**src/hdl/tsc_defs.vh**
```
// constants for the temperature conversion and alarm controller
`ifndef TSC_DEFS_VH
`define TSC_DEFS_VH
// register byte offsets on the axi4-lite slave
`define TSC_REG_CONFIG     8'h00
`define TSC_REG_RESULT     8'h04
`define TSC_REG_HIGH       8'h08
`define TSC_REG_LOW        8'h0C
`define TSC_REG_CRIT       8'h10
`define TSC_REG_HYST       8'h14
`define TSC_REG_STATUS     8'h18
`define TSC_REG_SAMPLE     8'h1C
// configuration field positions
`define TSC_CFG_FQ_LO      0
`define TSC_CFG_FQ_HI      1
`define TSC_CFG_CT_POL     2
`define TSC_CFG_INT_POL    3
`define TSC_CFG_INTMODE    4
`define TSC_CFG_OP_LO      5
`define TSC_CFG_OP_HI      6
`define TSC_CFG_RES16      7
// operation modes in config bits 6:5
`define TSC_OP_CONT        2'b00
`define TSC_OP_SPS         2'b01
`define TSC_OP_ONESHOT     2'b10
`define TSC_OP_SHUT        2'b11
// reset values
`define TSC_RST_CONFIG     8'h00
`define TSC_RST_HIGH       16'h2000
`define TSC_RST_LOW        16'h0500
`define TSC_RST_CRIT       16'h4980
`define TSC_RST_HYST       4'h5
// result flag positions in 13-bit format
`define TSC_FLAG_LOW       0
`define TSC_FLAG_HIGH      1
`define TSC_FLAG_CRIT      2
// times in microseconds, clock in MHz
`define TSC_T_CONV_US      240000
`define TSC_T_FAST_US      60000
`define TSC_T_IDLE_US      940000
`define TSC_T_WAKE_US      1000
`define TSC_CLK_MHZ        100
`endif

```
**src/hdl/tsc_ctrl.v**
```verilog
// conversion mode control, limit compare, fault queue and alarm pins
//
// The AXI4-Lite interface to the registers and the register offsets were left to the implementer.
`timescale 1ns/1ps
`include "tsc_defs.vh"

module tsc_ctrl #(
  parameter CONV_CYC = (`TSC_T_CONV_US * `TSC_CLK_MHZ),
  parameter FAST_CYC = (`TSC_T_FAST_US * `TSC_CLK_MHZ),
  parameter IDLE_CYC = (`TSC_T_IDLE_US * `TSC_CLK_MHZ),
  parameter WAKE_CYC = (`TSC_T_WAKE_US * `TSC_CLK_MHZ)
) (
  input  wire        aclk,
  input  wire        aresetn,
  input  wire        clk_en,
  input  wire        sample_strobe,
  input  wire [15:0] sample_code,
  input  wire [31:0] s_axi_awaddr,
  input  wire        s_axi_awvalid,
  output wire        s_axi_awready,
  input  wire [31:0] s_axi_wdata,
  input  wire [3:0]  s_axi_wstrb,
  input  wire        s_axi_wvalid,
  output wire        s_axi_wready,
  output reg  [1:0]  s_axi_bresp,
  output reg         s_axi_bvalid,
  input  wire        s_axi_bready,
  input  wire [31:0] s_axi_araddr,
  input  wire        s_axi_arvalid,
  output wire        s_axi_arready,
  output reg  [31:0] s_axi_rdata,
  output reg  [1:0]  s_axi_rresp,
  output reg         s_axi_rvalid,
  input  wire        s_axi_rready,
  input  wire        alarm_in,
  output wire        alarm_out,
  output wire        alarm_oe,
  input  wire        critical_alarm_in,
  output wire        critical_alarm_out,
  output wire        critical_alarm_oe,
  output reg         converting
);

  // sequencer states
  localparam ST_CONV = 2'd0;
  localparam ST_IDLE = 2'd1;
  localparam ST_SHUT = 2'd2;
  localparam ST_WAKE = 2'd3;

  reg  [7:0]  config_reg;
  reg  [15:0] high_limit;
  reg  [15:0] low_limit;
  reg  [15:0] critical_limit;
  reg  [3:0]  hysteresis_value;
  reg  [15:0] result_raw;
  reg  [2:0]  event_flags;
  reg  [1:0]  state;
  reg  [31:0] timer;
  reg  [2:0]  fault_cnt;
  reg         alarm_act;
  reg         crit_act;
  reg         is_alarm_low;
  reg         result_fresh;
  reg  [15:0] aw_addr;
  reg  [31:0] w_data;
  reg  [3:0]  w_strb;
  reg         aw_held;
  reg         w_held;
  reg  [15:0] sample_sync1;
  reg  [15:0] sample_sync2;
  reg         strobe_sync1;
  reg         strobe_sync2;
  reg         strobe_last;
  reg  [15:0] sample_latch;
  wire        do_write;
  wire        do_read;
  wire [1:0]  op_mode;
  wire        conv_done;
  wire        t_above_high;
  wire        t_below_low;
  wire        t_above_crit;
  wire        any_viol;
  wire [2:0]  fault_need;
  wire [15:0] hyst_ext;
  wire [7:0]  next_config;
  wire        op_written;

  // signed compare on the 13-bit field in 13-bit mode, full word in 16-bit
  function gt_s;
    input [15:0] a;
    input [15:0] b;
    input        wide;
    reg   [15:0] ma;
    reg   [15:0] mb;
    begin
      ma = wide ? a : {a[15:3], 3'b000};
      mb = wide ? b : {b[15:3], 3'b000};
      gt_s = $signed(ma) > $signed(mb);
    end
  endfunction

  // merge write data by byte strobes
  function [15:0] merge16;
    input [15:0] old;
    input [31:0] d;
    input [3:0]  s;
    begin
      merge16 = {s[1] ? d[15:8] : old[15:8], s[0] ? d[7:0] : old[7:0]};
    end
  endfunction

  assign op_mode    = config_reg[`TSC_CFG_OP_HI:`TSC_CFG_OP_LO];
  assign do_write   = aw_held && w_held && !s_axi_bvalid && clk_en;
  assign do_read    = s_axi_arvalid && !s_axi_rvalid && clk_en;
  assign s_axi_awready = !aw_held && !s_axi_bvalid && clk_en;
  assign s_axi_wready  = !w_held && !s_axi_bvalid && clk_en;
  assign s_axi_arready = !s_axi_rvalid && clk_en;
  assign op_written = do_write && (aw_addr[7:0] == `TSC_REG_CONFIG) && w_strb[0];
  assign next_config = w_strb[0] ? w_data[7:0] : config_reg;
  assign conv_done  = (state == ST_CONV) && (timer == 32'h00000001) && clk_en;
  // limits are compared in the stored-code scale of the chosen resolution
  assign hyst_ext   = {8'h00, hysteresis_value, 4'h0} << 3;
  // upper thresholds critical and high, lower threshold low
  assign t_above_high = gt_s(result_raw, high_limit, config_reg[`TSC_CFG_RES16]);
  assign t_above_crit = gt_s(result_raw, critical_limit, config_reg[`TSC_CFG_RES16]);
  assign t_below_low  = gt_s(low_limit, result_raw, config_reg[`TSC_CFG_RES16]);
  assign any_viol   = t_above_high || t_above_crit || t_below_low;
  // field value n asks for n+1 consecutive faults
  assign fault_need = {1'b0, config_reg[`TSC_CFG_FQ_HI:`TSC_CFG_FQ_LO]} + 3'd1;

  // pin-side sample passes two flops before use
  always @(posedge aclk)
  begin
    if (!aresetn)
    begin
      sample_sync1 <= 16'h0000;
      sample_sync2 <= 16'h0000;
      strobe_sync1 <= 1'b0;
      strobe_sync2 <= 1'b0;
      strobe_last  <= 1'b0;
      sample_latch <= 16'h0000;
    end
    else if (clk_en)
    begin
      sample_sync1 <= sample_code;
      sample_sync2 <= sample_sync1;
      strobe_sync1 <= sample_strobe;
      strobe_sync2 <= strobe_sync1;
      strobe_last  <= strobe_sync2;
      // data held steady by the source around its strobe edge
      if (strobe_sync2 && !strobe_last)
        sample_latch <= sample_sync2;
    end
  end

  // axi4-lite write side; address and data taken in either order
  always @(posedge aclk)
  begin
    if (!aresetn)
    begin
      aw_held <= 1'b0;
      w_held  <= 1'b0;
      aw_addr <= 16'h0000;
      w_data  <= 32'h00000000;
      w_strb  <= 4'h0;
      s_axi_bvalid <= 1'b0;
      s_axi_bresp  <= 2'b00;
    end
    else if (clk_en)
    begin
      if (s_axi_awvalid && s_axi_awready)
      begin
        aw_held <= 1'b1;
        aw_addr <= s_axi_awaddr[15:0];
      end
      if (s_axi_wvalid && s_axi_wready)
      begin
        w_held <= 1'b1;
        w_data <= s_axi_wdata;
        w_strb <= s_axi_wstrb;
      end
      if (do_write)
      begin
        aw_held <= 1'b0;
        w_held  <= 1'b0;
        s_axi_bvalid <= 1'b1;
        s_axi_bresp  <= (aw_addr[15:5] == 11'h000 && aw_addr[1:0] == 2'b00) ? 2'b00 : 2'b10;
      end
      else if (s_axi_bvalid && s_axi_bready)
        s_axi_bvalid <= 1'b0;
    end
  end

  // register writes; status and result are read only
  always @(posedge aclk)
  begin
    if (!aresetn)
    begin
      config_reg       <= `TSC_RST_CONFIG;      // 13-bit by default
      high_limit       <= `TSC_RST_HIGH;
      low_limit        <= `TSC_RST_LOW;
      critical_limit   <= `TSC_RST_CRIT;
      hysteresis_value <= `TSC_RST_HYST;
    end
    else if (do_write)
    begin
      case (aw_addr[7:0])
        `TSC_REG_CONFIG: config_reg <= next_config;
        `TSC_REG_HIGH:   high_limit <= merge16(high_limit, w_data, w_strb);
        `TSC_REG_LOW:    low_limit <= merge16(low_limit, w_data, w_strb);
        `TSC_REG_CRIT:   critical_limit <= merge16(critical_limit, w_data, w_strb);
        `TSC_REG_HYST:   if (w_strb[0]) hysteresis_value <= w_data[3:0];
        default:         config_reg <= config_reg;
      endcase
    end
  end

  // conversion sequencer
  always @(posedge aclk)
  begin
    if (!aresetn)
    begin
      state      <= ST_CONV;
      timer      <= FAST_CYC;
      converting <= 1'b1;
    end
    else if (clk_en)
    begin
      if (op_written && next_config[6:5] == `TSC_OP_SHUT)
      begin
        state      <= ST_SHUT;                 // no new conversion
        converting <= 1'b0;
      end
      else if (op_written && state == ST_SHUT && next_config[6:5] == `TSC_OP_CONT)
      begin
        state <= ST_WAKE;                      // restart clock first
        timer <= WAKE_CYC;
      end
      else if (op_written && next_config[6:5] != `TSC_OP_CONT &&
               next_config[6:5] != op_mode || op_written && next_config[6:5] ==
               `TSC_OP_ONESHOT)
      begin
        // one-shot converts right away; sps uses the short conversion
        state      <= ST_CONV;
        timer      <= (next_config[6:5] == `TSC_OP_SPS) ? FAST_CYC : CONV_CYC;
        converting <= 1'b1;
      end
      else
      begin
        case (state)
          ST_CONV:
          begin
            if (timer > 32'h00000001)
              timer <= timer - 32'h00000001;
            else if (op_mode == `TSC_OP_SPS)
            begin
              state      <= ST_IDLE;             // rest of the second
              timer      <= IDLE_CYC;
              converting <= 1'b0;
            end
            else if (op_mode == `TSC_OP_CONT)
            begin
              timer    <= CONV_CYC;              // back to back
            end
            else
            begin
              state      <= ST_SHUT;             // single shot ends
              converting <= 1'b0;
            end
          end
          ST_IDLE:
          begin
            if (timer > 32'h00000001)
              timer <= timer - 32'h00000001;
            else
            begin
              state      <= ST_CONV;
              timer      <= FAST_CYC;
              converting <= 1'b1;
            end
          end
          ST_WAKE:
          begin
            if (timer > 32'h00000001)
              timer <= timer - 32'h00000001;
            else
            begin
              state      <= ST_CONV;             // conversion after wake-up
              timer      <= CONV_CYC;
              converting <= 1'b1;
            end
          end
          ST_SHUT: timer <= 32'h00000000;
          default: state <= ST_SHUT;
        endcase
      end
    end
  end

  // result store, flags and fault queue; result kept while shut
  always @(posedge aclk)
  begin
    if (!aresetn)
    begin
      result_raw   <= 16'h0000;
      event_flags  <= 3'b000;
      fault_cnt    <= 3'd0;
      result_fresh <= 1'b0;
    end
    else if (clk_en)
    begin
      // limits judged one cycle later, on the result just stored
      result_fresh <= conv_done;
      if (conv_done)
      begin
        result_raw <= sample_latch;          // every result stored
        // flags use the same resolution-aware compare as the pins
        event_flags[`TSC_FLAG_LOW]  <= gt_s(low_limit, sample_latch, config_reg[`TSC_CFG_RES16]);
        event_flags[`TSC_FLAG_HIGH] <= gt_s(sample_latch, high_limit, config_reg[`TSC_CFG_RES16]);
        event_flags[`TSC_FLAG_CRIT] <= gt_s(sample_latch, critical_limit, config_reg[`TSC_CFG_RES16]);
      end
      // count one step per finished conversion
      if (result_fresh)
      begin
        if (!any_viol)
          fault_cnt <= 3'd0;                   // break in the run
        else if (fault_cnt < fault_need)
          fault_cnt <= fault_cnt + 3'd1;
      end
    end
  end

  // alarm state; comparator releases on hysteresis in continuous mode, else only on a config write; interrupt on any read
  always @(posedge aclk)
  begin
    if (!aresetn)
    begin
      alarm_act    <= 1'b0;
      crit_act     <= 1'b0;
      is_alarm_low <= 1'b0;
    end
    else if (clk_en)
    begin
      if (result_fresh && any_viol && fault_cnt + 3'd1 >= fault_need)
      begin
        // critical goes active only once a conversion completes
        if (t_above_high || t_below_low || t_above_crit)
          alarm_act <= 1'b1;
        is_alarm_low <= t_below_low;
        if (t_above_crit)
          crit_act <= 1'b1;
      end
      else if (config_reg[`TSC_CFG_INTMODE] && do_read)
      begin
        alarm_act <= 1'b0;                     // read clears
        crit_act  <= 1'b0;
      end
      else if (!config_reg[`TSC_CFG_INTMODE])
      begin
        // comparator: hold until past upper limit less hysteresis or low limit plus hysteresis
        if (alarm_act && (is_alarm_low ? gt_s(result_raw, low_limit + hyst_ext, 1'b1)
                          : gt_s(high_limit - hyst_ext, result_raw, 1'b1)) &&
            (op_mode == `TSC_OP_CONT || op_written))
          alarm_act <= 1'b0;                   // mode-bit write releases
        if (crit_act && gt_s(critical_limit - hyst_ext, result_raw, 1'b1) &&
            (op_mode == `TSC_OP_CONT ||
             op_written && next_config[6:5] == `TSC_OP_ONESHOT))
          crit_act <= 1'b0;                    // one-shot write releases
      end
    end
  end

  // axi4-lite read side
  always @(posedge aclk)
  begin
    if (!aresetn)
    begin
      s_axi_rvalid <= 1'b0;
      s_axi_rdata  <= 32'h00000000;
      s_axi_rresp  <= 2'b00;
    end
    else if (clk_en)
    begin
      if (do_read)
      begin
        s_axi_rvalid <= 1'b1;
        s_axi_rresp  <= 2'b00;
        case (s_axi_araddr[7:0])
          `TSC_REG_CONFIG: s_axi_rdata <= {24'h000000, config_reg};
          // whole word in one beat; flags below bit 3 in 13-bit mode
          `TSC_REG_RESULT: s_axi_rdata <= {16'h0000, config_reg[`TSC_CFG_RES16] ?
                            result_raw : {result_raw[15:3], event_flags}};
          `TSC_REG_HIGH:   s_axi_rdata <= {16'h0000, high_limit};
          `TSC_REG_LOW:    s_axi_rdata <= {16'h0000, low_limit};
          `TSC_REG_CRIT:   s_axi_rdata <= {16'h0000, critical_limit};
          `TSC_REG_HYST:   s_axi_rdata <= {28'h0000000, hysteresis_value};
          `TSC_REG_STATUS: s_axi_rdata <= {24'h000000, converting, state, fault_cnt,
                            crit_act, alarm_act};
          `TSC_REG_SAMPLE: s_axi_rdata <= {16'h0000, sample_latch};
          default:
          begin
            s_axi_rdata <= 32'h00000000;
            s_axi_rresp <= 2'b10;
          end
        endcase
      end
      else if (s_axi_rvalid && s_axi_rready)
        s_axi_rvalid <= 1'b0;
    end
  end

  // open drain: drive only the asserted level, polarity from config
  assign alarm_out = config_reg[`TSC_CFG_INT_POL];
  assign alarm_oe  = alarm_act;
  assign critical_alarm_out = config_reg[`TSC_CFG_CT_POL];
  assign critical_alarm_oe  = crit_act;

endmodule

```
**config.mk**
```make
export PLATFORM = sky130hd
export DESIGN_NAME = tsc_ctrl
export DESIGN_NICKNAME = d
export VERILOG_FILES = /design/src/hdl/tsc_ctrl.v
export VERILOG_INCLUDE_DIRS = /design/src /design/src/hdl
export SDC_FILE = /design/constraint.sdc
export NUM_CORES = 1
export LEC_CHECK = 0
export BUFFER_PORTS_ARGS = -buffer_cell sky130_fd_sc_hd__buf_2
export CORE_MARGIN = 4
export CORE_UTILIZATION = 40
export CTS_BUF_LIST = sky130_fd_sc_hd__clkbuf_8
export DETAILED_ROUTE_END_ITERATION = 6
export GPL_ROUTABILITY_DRIVEN = 0
export PLACE_DENSITY_LB_ADDON = 0.05
export SYNTH_ARGS = -nofsm -noshare
export SYNTH_HDL_FRONTEND = slang
export SYNTH_SLANG_ARGS = --single-unit
```
**constraint.sdc**
```tcl
create_clock -name aclk -period 5.4 [get_ports aclk]
set_clock_uncertainty 0.2 [all_clocks]
set_input_delay 1.62 -clock aclk [delete_from_list [all_inputs] [get_ports aclk]]
set_output_delay 1.62 -clock aclk [all_outputs]
set_load 0.01 [all_outputs]
```
## After elaboration in Yosys (flattened, before gate mapping)

Cells that the tools add are included.

- Magnitude comparators: 12
- Equal/unequal tests: 32
- Bitwise logic cells: 1
- Reduce and logical (&&, ||, !) cells: 89
- Multiplexer cells: 56
- Add/sub/neg operators: 6

Operator list:

| cell | number |
|---|---|
| 32-bit two-way mux | 7 |
| 16-bit > comparator | 9 |
| 16-bit one-hot mux with 8 select lines | 1 |
| 32-bit one-hot mux with 4 select lines | 1 |
| 8-bit by 5-bit == test with 1-bit output (second input constant) | 6 |
| 1-bit logical AND | 33 |
| 32-bit by 1-bit == test with 1-bit output (second input constant) | 1 |
| 8-bit by 4-bit == test with 1-bit output (second input constant) | 4 |
| 32-bit by 1-bit > comparator with 1-bit output (second input constant) | 1 |
| 16-bit by 11-bit subtractor with 16-bit output | 2 |
| 32-bit by 1-bit subtractor with 32-bit output (second input constant) | 1 |
| 3-bit AND reduction | 10 |
| 1-bit two-way mux | 26 |
| 25-bit two-way mux | 1 |
| 3-bit two-way mux | 8 |
| 2-bit AND reduction | 12 |
| 2-bit two-way mux | 9 |
| 16-bit by 11-bit adder with 16-bit output | 1 |
| 8-bit logical NOT | 2 |
| 5-bit != test (second input constant) | 3 |
| 11-bit logical NOT | 1 |
| 2-bit nonzero test | 5 |
| 2-bit == test (second input constant) | 4 |
| 8-bit by 3-bit == test with 1-bit output (second input constant) | 1 |
| other kinds (27) | 47 |

- Register bits after elaboration: 246
- Output and inout port bits: 46
- Input port bits: 127
- Word-level logic and storage cells: 231

## Depth between registers and ports, before layout

Gate-level depths: netlist of the first run.

- Depth in word-level cells: 12
- Gate-level depth with buffers: 17
- Mapped depth without buffers: 17

## Worst setup path before layout of the first run

No wires, ideal clock.

- Path type: input port to output port
- Start: in clk_en
- End: out s_axi_arready
- Setup slack: 1.562 ns
- Data required time: 3.580 ns
- Path buffers: 0
- Stages: 2
- Arrival: 2.018 ns
- Path through: clkinv_1 -> nor2_1

- Cells in the longest elaborated chain, start to end: 1

RTL lines:

| item | line | source |
|---|---|---|
| start, declared | tsc_ctrl.v:15 | `input wire clk_en,` |
| 1-bit logical AND | tsc_ctrl.v:117 | `assign s_axi_arready = !s_axi_rvalid && clk_en;` |
| end, declared | tsc_ctrl.v:30 | `output wire s_axi_arready,` |

Every way passes these cells.

## Worst setup path in the final report of the first run

- Start: reg high_limit[7]
- End: reg alarm_act (netlist: alarm_oe)

- Cells in the longest elaborated chain, start to end: 7
- Elaborated cells on any way between the ends: 17
- Classes of those cells: 1 x add/sub; 2 x order compare; 2 x eq/ne; 2 x mux; 10 x reduce/logical

RTL lines:

| item | line | source |
|---|---|---|
| start, declared | tsc_ctrl.v:51 | `reg [15:0] high_limit;` |
| start signal, assigned | tsc_ctrl.v:200 | `` high_limit <= `TSC_RST_HIGH; `` |
| start signal, assigned | tsc_ctrl.v:209 | `` `TSC_REG_HIGH: high_limit <= merge16(high_limit, w_data, w_strb); `` |
| 16-bit by 11-bit subtractor with 16-bit output / 16-bit > comparator (equally long branches) | tsc_ctrl.v:362, tsc_ctrl.v:98 |  |
| 16-bit > comparator / 1-bit logical OR (equally long branches) | tsc_ctrl.v:98, tsc_ctrl.v:127 |  |
| 1-bit two-way mux / 1-bit logical OR (equally long branches) | tsc_ctrl.v:361, tsc_ctrl.v:127 |  |
| 1-bit logical AND, on equally long branches (2 in a row) | tsc_ctrl.v:361, tsc_ctrl.v:344 |  |
| 3-bit nonzero test (no source line), or another cell as far along | n/a |  |
| 4-bit AND reduction (no source line) | n/a |  |
| end signal, assigned | tsc_ctrl.v:348 | `alarm_act <= 1'b1;` |
| end signal, assigned | tsc_ctrl.v:355 | `alarm_act <= 1'b0;` |
| end signal, assigned | tsc_ctrl.v:364 | `alarm_act <= 1'b0;` |
| end, declared | tsc_ctrl.v:60 | `reg alarm_act;` |

Several ways; a longest one is shown, not always the timed one.
A chain may end at the register's enable or synchronous reset.

==> results.json, run 1 <==
{
  "rsz0062_at_grt": "no",
  "crit_start": "high_limit[7]",
  "cts_max_level": 2,
  "clock-root-buffer": "clkbuf_8",
  "areaGrowthSynthToFinish_pct": 12.5,
  "critPathLaunchType": "flop",
  "start_util_pct": 40.9,
  "cts_made_buffers": 44,
  "final-setup-viol-count": 0,
  "internal_power_mw": 2.84,
  "regMostFlops": "timer",
  "grt_max_degree": 125,
  "netlist_top_cells_count": "nand2_1, dfxtp_1, a21oi_1",
  "slew_headroom_pct": 31.4,
  "grt_pass1_wl_um": 72600,
  "post_cts_buffers": 0,
  "synth_top_area_share_pct": 32.1,
  "antenna_found_initial": 0,
  "cp_max_fo": 5,
  "routed_wl_um": 47200,
  "nets": 2155,
  "power.switching_mw": 0.957,
  "cts_tree": "built",
  "timing.hold.ws_ns": 0.247,
  "yosys-top-cells-area": "dfxtp_1, ha_1, nand2_1, a21oi_1, mux2i_1",
  "synth_ff_type": "dfxtp_1",
  "syn_inst": 1777,
  "finalPower_mw": 3.80,
  "drt-initial-drc-count": 1063,
  "power_leakage_nw": 6.64,
  "maxCapViolCount": 0,
  "worst_slew_pin_slew_ns": 1.03,
  "track_usage_pct": 23.7,
  "yosysMostFrequentCell": "nand2_1",
  "grt_pass1_vias": 12800,
  "drv_slew": 0,
  "synth_edf_count": 0,
  "r2r-start": "high_limit[7]",
  "cts-resized-gates": 0,
  "fmax_ghz": 0.238,
  "worst_setup_path_end_kind": "flop",
  "ys_warn_count": 0,
  "hold_viol_final": 0,
  "final.setup.tns_ns": 0,
  "p_clk_share_pct": 48.1,
  "num_rows": 68,
  "cts_hold_buf": 0,
  "hp-start": "sample_sync2[13]",
  "postRouteAntennaNets": 0,
  "crit_type": "flop to flop",
  "ys_ff_latch": 228,
  "r2r.worst_path.cells": 16,
  "combPwrFrac_pct": 5.8,
  "core-area_um2": 34800,
  "synth.distinct_cells": 78,
  "clock_sinks": 228,
  "synth-async-reset-ratio_pct": 0,
  "layout-drive-gt1-share_pct": 10.6,
  "yosys.area.top_type": "dfxtp_1",
  "r2r_slack_ns": 1.21,
  "reg2reg_to": "alarm_oe",
  "vias_per_cell": 5.63,
  "crit_arrival_ns": 4.45,
  "wl_per_cell_um": 20.1,
  "hold_path.class": "flop to flop",
  "syn_area_per_cell_um2": 8.01,
  "clk_latency_ns": 0.59,
  "dp_hpwl_um": 36100,
  "fin_crit_sh_pct": 77.7,
  "post-route-min-period_ns": 4.19,
  "hold_end": "sample_latch[13]",
  "cts_max_path_buffers": 3,
  "die_w_um": 197,
  "worstHoldPathCells": 2,
  "ios": 173,
  "synth_seq_area_share_pct": 32.1,
  "p_per_area_nw_per_um2": 238,
  "firstDrtPassIters": 6,
  "diodes": 0,
  "status": "finished, final reports clean",
  "num_vias": 13200,
  "die_h_um": 197,
  "ir_drop_mv": 0.197,
  "netSwitchingFraction_pct": 25.2,
  "path_clk_slew_ns": 0.06,
  "cp_data_required_time_ns": 5.66,
  "dieArea_um2": 38600,
  "place.port_buffers": 94,
  "route.detailed.drc": 0,
  "largest_reg_flops": 32,
  "synth_area_um2": 14200,
  "fill_cells": 3606,
  "seqPwrFrac_pct": 46.2,
  "overflow": 0
}
final cells by class:
| cell class | instances | area (um2) | share of cell area [%] |
|---|---|---|---|
| Timing Repair Buffer | 111 | 598 | 3.74 |
| Inverter | 98 | 373 | 2.33 |
| Clock buffer | 50 | 688 | 4.30 |
| Sequential cell | 228 | 4560 | 28.5 |
| Clock inverter | 30 | 251 | 1.57 |
| Multi-Input combinational cell | 1376 | 8950 | 56.0 |
| Tap cell | 455 | 569 | 3.56 |
metrics by stage:
stage	setup WS, ns	cell area, um2	cells	utilization [%]
3_5_place_dp	0.995	15100	2268	43.3
6_report	1.21	16000	2348	46.0
4_1_cts	1.22	16000	2348	46.0
3_3_place_gp	1.04	15100	2268	43.3
5_1_grt	1.01	16000	2348	46.0
2_1_floorplan	1.56	14300	1794	-
cell usage in the layout (no fill, tap or decap), types with 17 or more instances in the layout:
cell type | synthesis | final
clkbuf_8 | 0 | 50
mux2i_1 | 69 | 69
a22oi_1 | 28 | 28
o21ai_0 | 51 | 51
nor3_1 | 35 | 31
buf_4 | 21 | 17
ha_1 | 166 | 166
a21oi_1 | 190 | 190
conb_1 | 1 | 18
nand2b_1 | 17 | 17
xnor2_1 | 21 | 21
dfxtp_1 | 228 | 228
buf_2 | 5 | 94
inv_1 | 96 | 113
nand2_1 | 254 | 254
nor2_1 | 179 | 179
nor4_1 | 17 | 17
a31oi_1 | 17 | 17
nand4_1 | 36 | 36
nor2b_1 | 22 | 22
nand3_1 | 32 | 32
critical path, stage by stage, from the launching register on:
cell and delay (ns):
dfxtp_1 0.37, inv_1 0.14, ha_1 0.30, fa_1 0.43, nor2b_1 0.12, o21ai_0 0.08, nand2b_1 0.15, nor2_1 0.09
xnor2_1 0.12, ha_1 0.36, nand2_1 0.07, nor3_1 0.44, o221ai_1 0.30, nand3_1 0.15, mux2i_1 0.09, a2111oi_0 0.54
o31ai_1 0.14
worst max path at each step:
stage / to / slack (ns) / cells after the start
2_1_floorplan: s_axi_arready / 1.56 / 2
3_3_place_gp: timer[5] / 1.04 / 9
3_5_place_dp: timer[5] / 0.99 / 9
4_1_cts: s_axi_arready / 1.22 / 5
5_1_grt: alarm_oe / 1.01 / 16
6_report: alarm_oe / 1.21 / 16
logic make-up (layout without fill, tap and decap cells):
kind of cell | count (synthesis) | in the layout | synth area share (%)
mux | 69 | 69 | 4.86
buf+inv | 190 | 289 | 5.61
fa+ha+maj | 169 | 169 | 15.0
other cells | 1 | 18 | 0.0264
flops | 228 | 228 | 32.1
compound gates | 423 | 423 | 18.5
xor+xnor | 35 | 35 | 2.16
simple gates | 662 | 662 | 21.8
metal layers:
layer	vias up	wire, um	track usage [%]
met3	83	2940	3.26
met1	6240	21200	32.6
li1	6490	-	-
met2	415	21500	38.6
met5	-	0	0
met4	0	1490	7.65
power groups by stage:
stage | clock, mW | sequential [mW] | combinational, mW
after floorplan | 0 | 1.78 | 0.160
after global placement | 0 | 1.79 | 0.218
after detailed placement | 0 | 1.79 | 0.221
after CTS | 1.88 | 1.75 | 0.221
after global routing | 1.96 | 1.76 | 0.246
final | 1.83 | 1.76 | 0.219
(Power assumes the default switching activity.)
==> run 2, diff against run 1 <==
==> constraint.sdc (replaced) <==
create_clock -name aclk -period 3.7 [get_ports aclk]
set_clock_uncertainty 0.2 [all_clocks]
set_input_delay 1.11 -clock aclk [delete_from_list [all_inputs] [get_ports aclk]]
set_output_delay 1.11 -clock aclk [all_outputs]
set_load 0.01 [all_outputs]
==> results.json, run 2 (synthesized netlist as in run 1, its figures left out) <==
{
  "dp_hpwl_um": 38100,
  "fin_cells": 2394,
  "route.detailed.drc": 1,
  "wl_per_cell_um": 20.6,
  "dpl_cell_area_um2": 15500,
  "seqPwrFrac_pct": 47.6,
  "crit_type": "flop to flop",
  "worst_setup_path_end_kind": "flop",
  "cp_num_cells": 18,
  "ios": 173,
  "cts_max_level": 2,
  "postRouteAntennaNets": 0,
  "critical-path-top-delay-family": "simple AND/OR/NAND/NOR gates",
  "dieArea_um2": 38600,
  "regMostFlops": "timer",
  "worst_slack_ns": 0.206,
  "violations": "DRC",
  "crit_arrival_ns": 3.79,
  "p_clk_share_pct": 46.2,
  "num_rows": 68,
  "clock-root-buffer": "clkbuf_8",
  "power.switching_mw": 1.40,
  "num_vias": 13500,
  "grt_pass1_vias": 13100,
  "combPwrFrac_pct": 6.3,
  "die_h_um": 197,
  "routed_wl_um": 49300,
  "grt_max_degree": 78,
  "areaGrowthSynthToFinish_pct": 15.2,
  "multi_input_area_um2": 9020,
  "cp_cell_sequence": "inv_1 > ha_1 > nor2b_1 > o21ai_0 > nand2b_1 > a21o_1 > nor2_1 > xnor2_1 > ha_1 > nand3_1 > nor3_2 > buf_4 > o221ai_2 > nand3_1 > mux2i_2 > a2111oi_2 > buf_4 > o31ai_2",
  "worst_slew_pin_slew_ns": 0.756,
  "netSwitchingFraction_pct": 26.1,
  "critPathLaunchType": "flop",
  "hold_viol_final": 0,
  "status": "complete, but fails checks",
  "largest_reg_flops": 32,
  "firstDrtPassIters": 7,
  "cp_data_required_time_ns": 4.00,
  "maxCapViolCount": 0,
  "fin_crit_sh_pct": 94.4,
  "drt-initial-drc-count": 1095,
  "nets": 2205,
  "r2r.worst_path.cells": 18,
  "final-setup-viol-count": 0,
  "path_buf_inv": 3,
  "layout_common_cells": "nand2_1, dfxtp_1, a21oi_1",
  "hold_path.class": "flop to flop",
  "worst_path_max_delay_cell": "ha_1",
  "pre_cts_ws_ns": -0.153,
  "place.port_buffers": 94,
  "clock_sinks": 228,
  "core-area_um2": 34800,
  "final_common_cell": "nand2_1",
  "max_stage_delay_ns": 0.33,
  "slew_headroom_pct": 49.1,
  "antenna_found_initial": 0,
  "timing.hold.ws_ns": 0.253,
  "fill_cells": 3519,
  "p_per_area_nw_per_um2": 328,
  "power_leakage_nw": 6.84,
  "fmax_ghz": 0.286,
  "layout-drive-gt1-share_pct": 13.6,
  "worstHoldPathCells": 2,
  "ir_drop_mv": 0.214,
  "grt_pass1_wl_um": 76100,
  "finalPower_mw": 5.38,
  "final.setup.tns_ns": 0,
  "clk_latency_ns": 0.61,
  "start_util_pct": 40.9,
  "path_clk_slew_ns": 0.06,
  "cts_made_buffers": 43,
  "track_usage_pct": 24.9,
  "diodes": 0,
  "finalInstanceArea_um2": 16400,
  "cts_tree": "built",
  "vias_per_cell": 5.63,
  "cts_max_path_buffers": 3,
  "die_w_um": 197,
  "rsz0062_at_grt": "no",
  "cp_max_fo": 3,
  "drv_slew": 0,
  "internal_power_mw": 3.98,
  "post-route-min-period_ns": 3.49,
  "dp_cells": 2318,
  "overflow": 0,
  "final_util_pct": 47.1,
  "seqCellArea_um2": 4560
}
run 2: cell count changes in the layout (fill, tap and decap cells not counted), moves of 2 or more:
cell,change
buf_4,+49
inv_1,-4
bufinv_16,-3
buf_12,+2
clkbuf_8,+2
ha_1,-2
ha_2,+2
nor4_1,-2
nor4_2,+2
run 2: area by class of cell:
class	instances	share of cell area (%)
multi-input cells	1376	55.0
well taps	455	3.47
clock inverters	23	0.893
clock buffers	52	4.37
inverters	98	2.27
repair buffers	162	6.14
flip-flops and latches	228	27.8
run 2: worst paths after layout:
path	from	to	slack (ns)
hold / removal	sample_sync2[9]	sample_latch[9]	0.25
setup / recovery	hysteresis_value[1]	alarm_oe	0.21
setup reg to reg	hysteresis_value[1]	alarm_oe	0.21
hold reg to reg	sample_sync2[9]	sample_latch[9]	0.25
run 2: repair_timing:
action	4_1_cts	5_1_grt
hold buffers	0	0
gates cloned	0	0
endpoints found under the hold margin	0	0
endpoints found under the setup margin	1	2
setup buffers	0	1
pin swaps	1	3
gates resized for setup	3	12
run 2: power by group through the flow:
stage | combinational, mW | sequential (mW) | clock (mW)
after floorplan | 0.234 | 2.60 | 0
after global placement | 0.333 | 2.61 | 0
after detailed placement | 0.335 | 2.61 | 0
after CTS | 0.337 | 2.56 | 2.56
after global routing | 0.376 | 2.57 | 2.68
final | 0.337 | 2.56 | 2.48
run 2: layer usage:
layer | up-vias | track usage, % | part of all wire, %
met1 | 6435 | 34.5 | 46
met5 | - | 0 | 0
li1 | 6572 | - | -
met3 | 79 | 3.88 | 6.0
met4 | 0 | 9.71 | 3.6
met2 | 398 | 39.3 | 44
run 2: tightest hold or removal path, stage by stage, from the launching register on:
cell and delay, ns:
dfxtp_1 0.31, nand2_1 0.07, a21oi_1 0.06
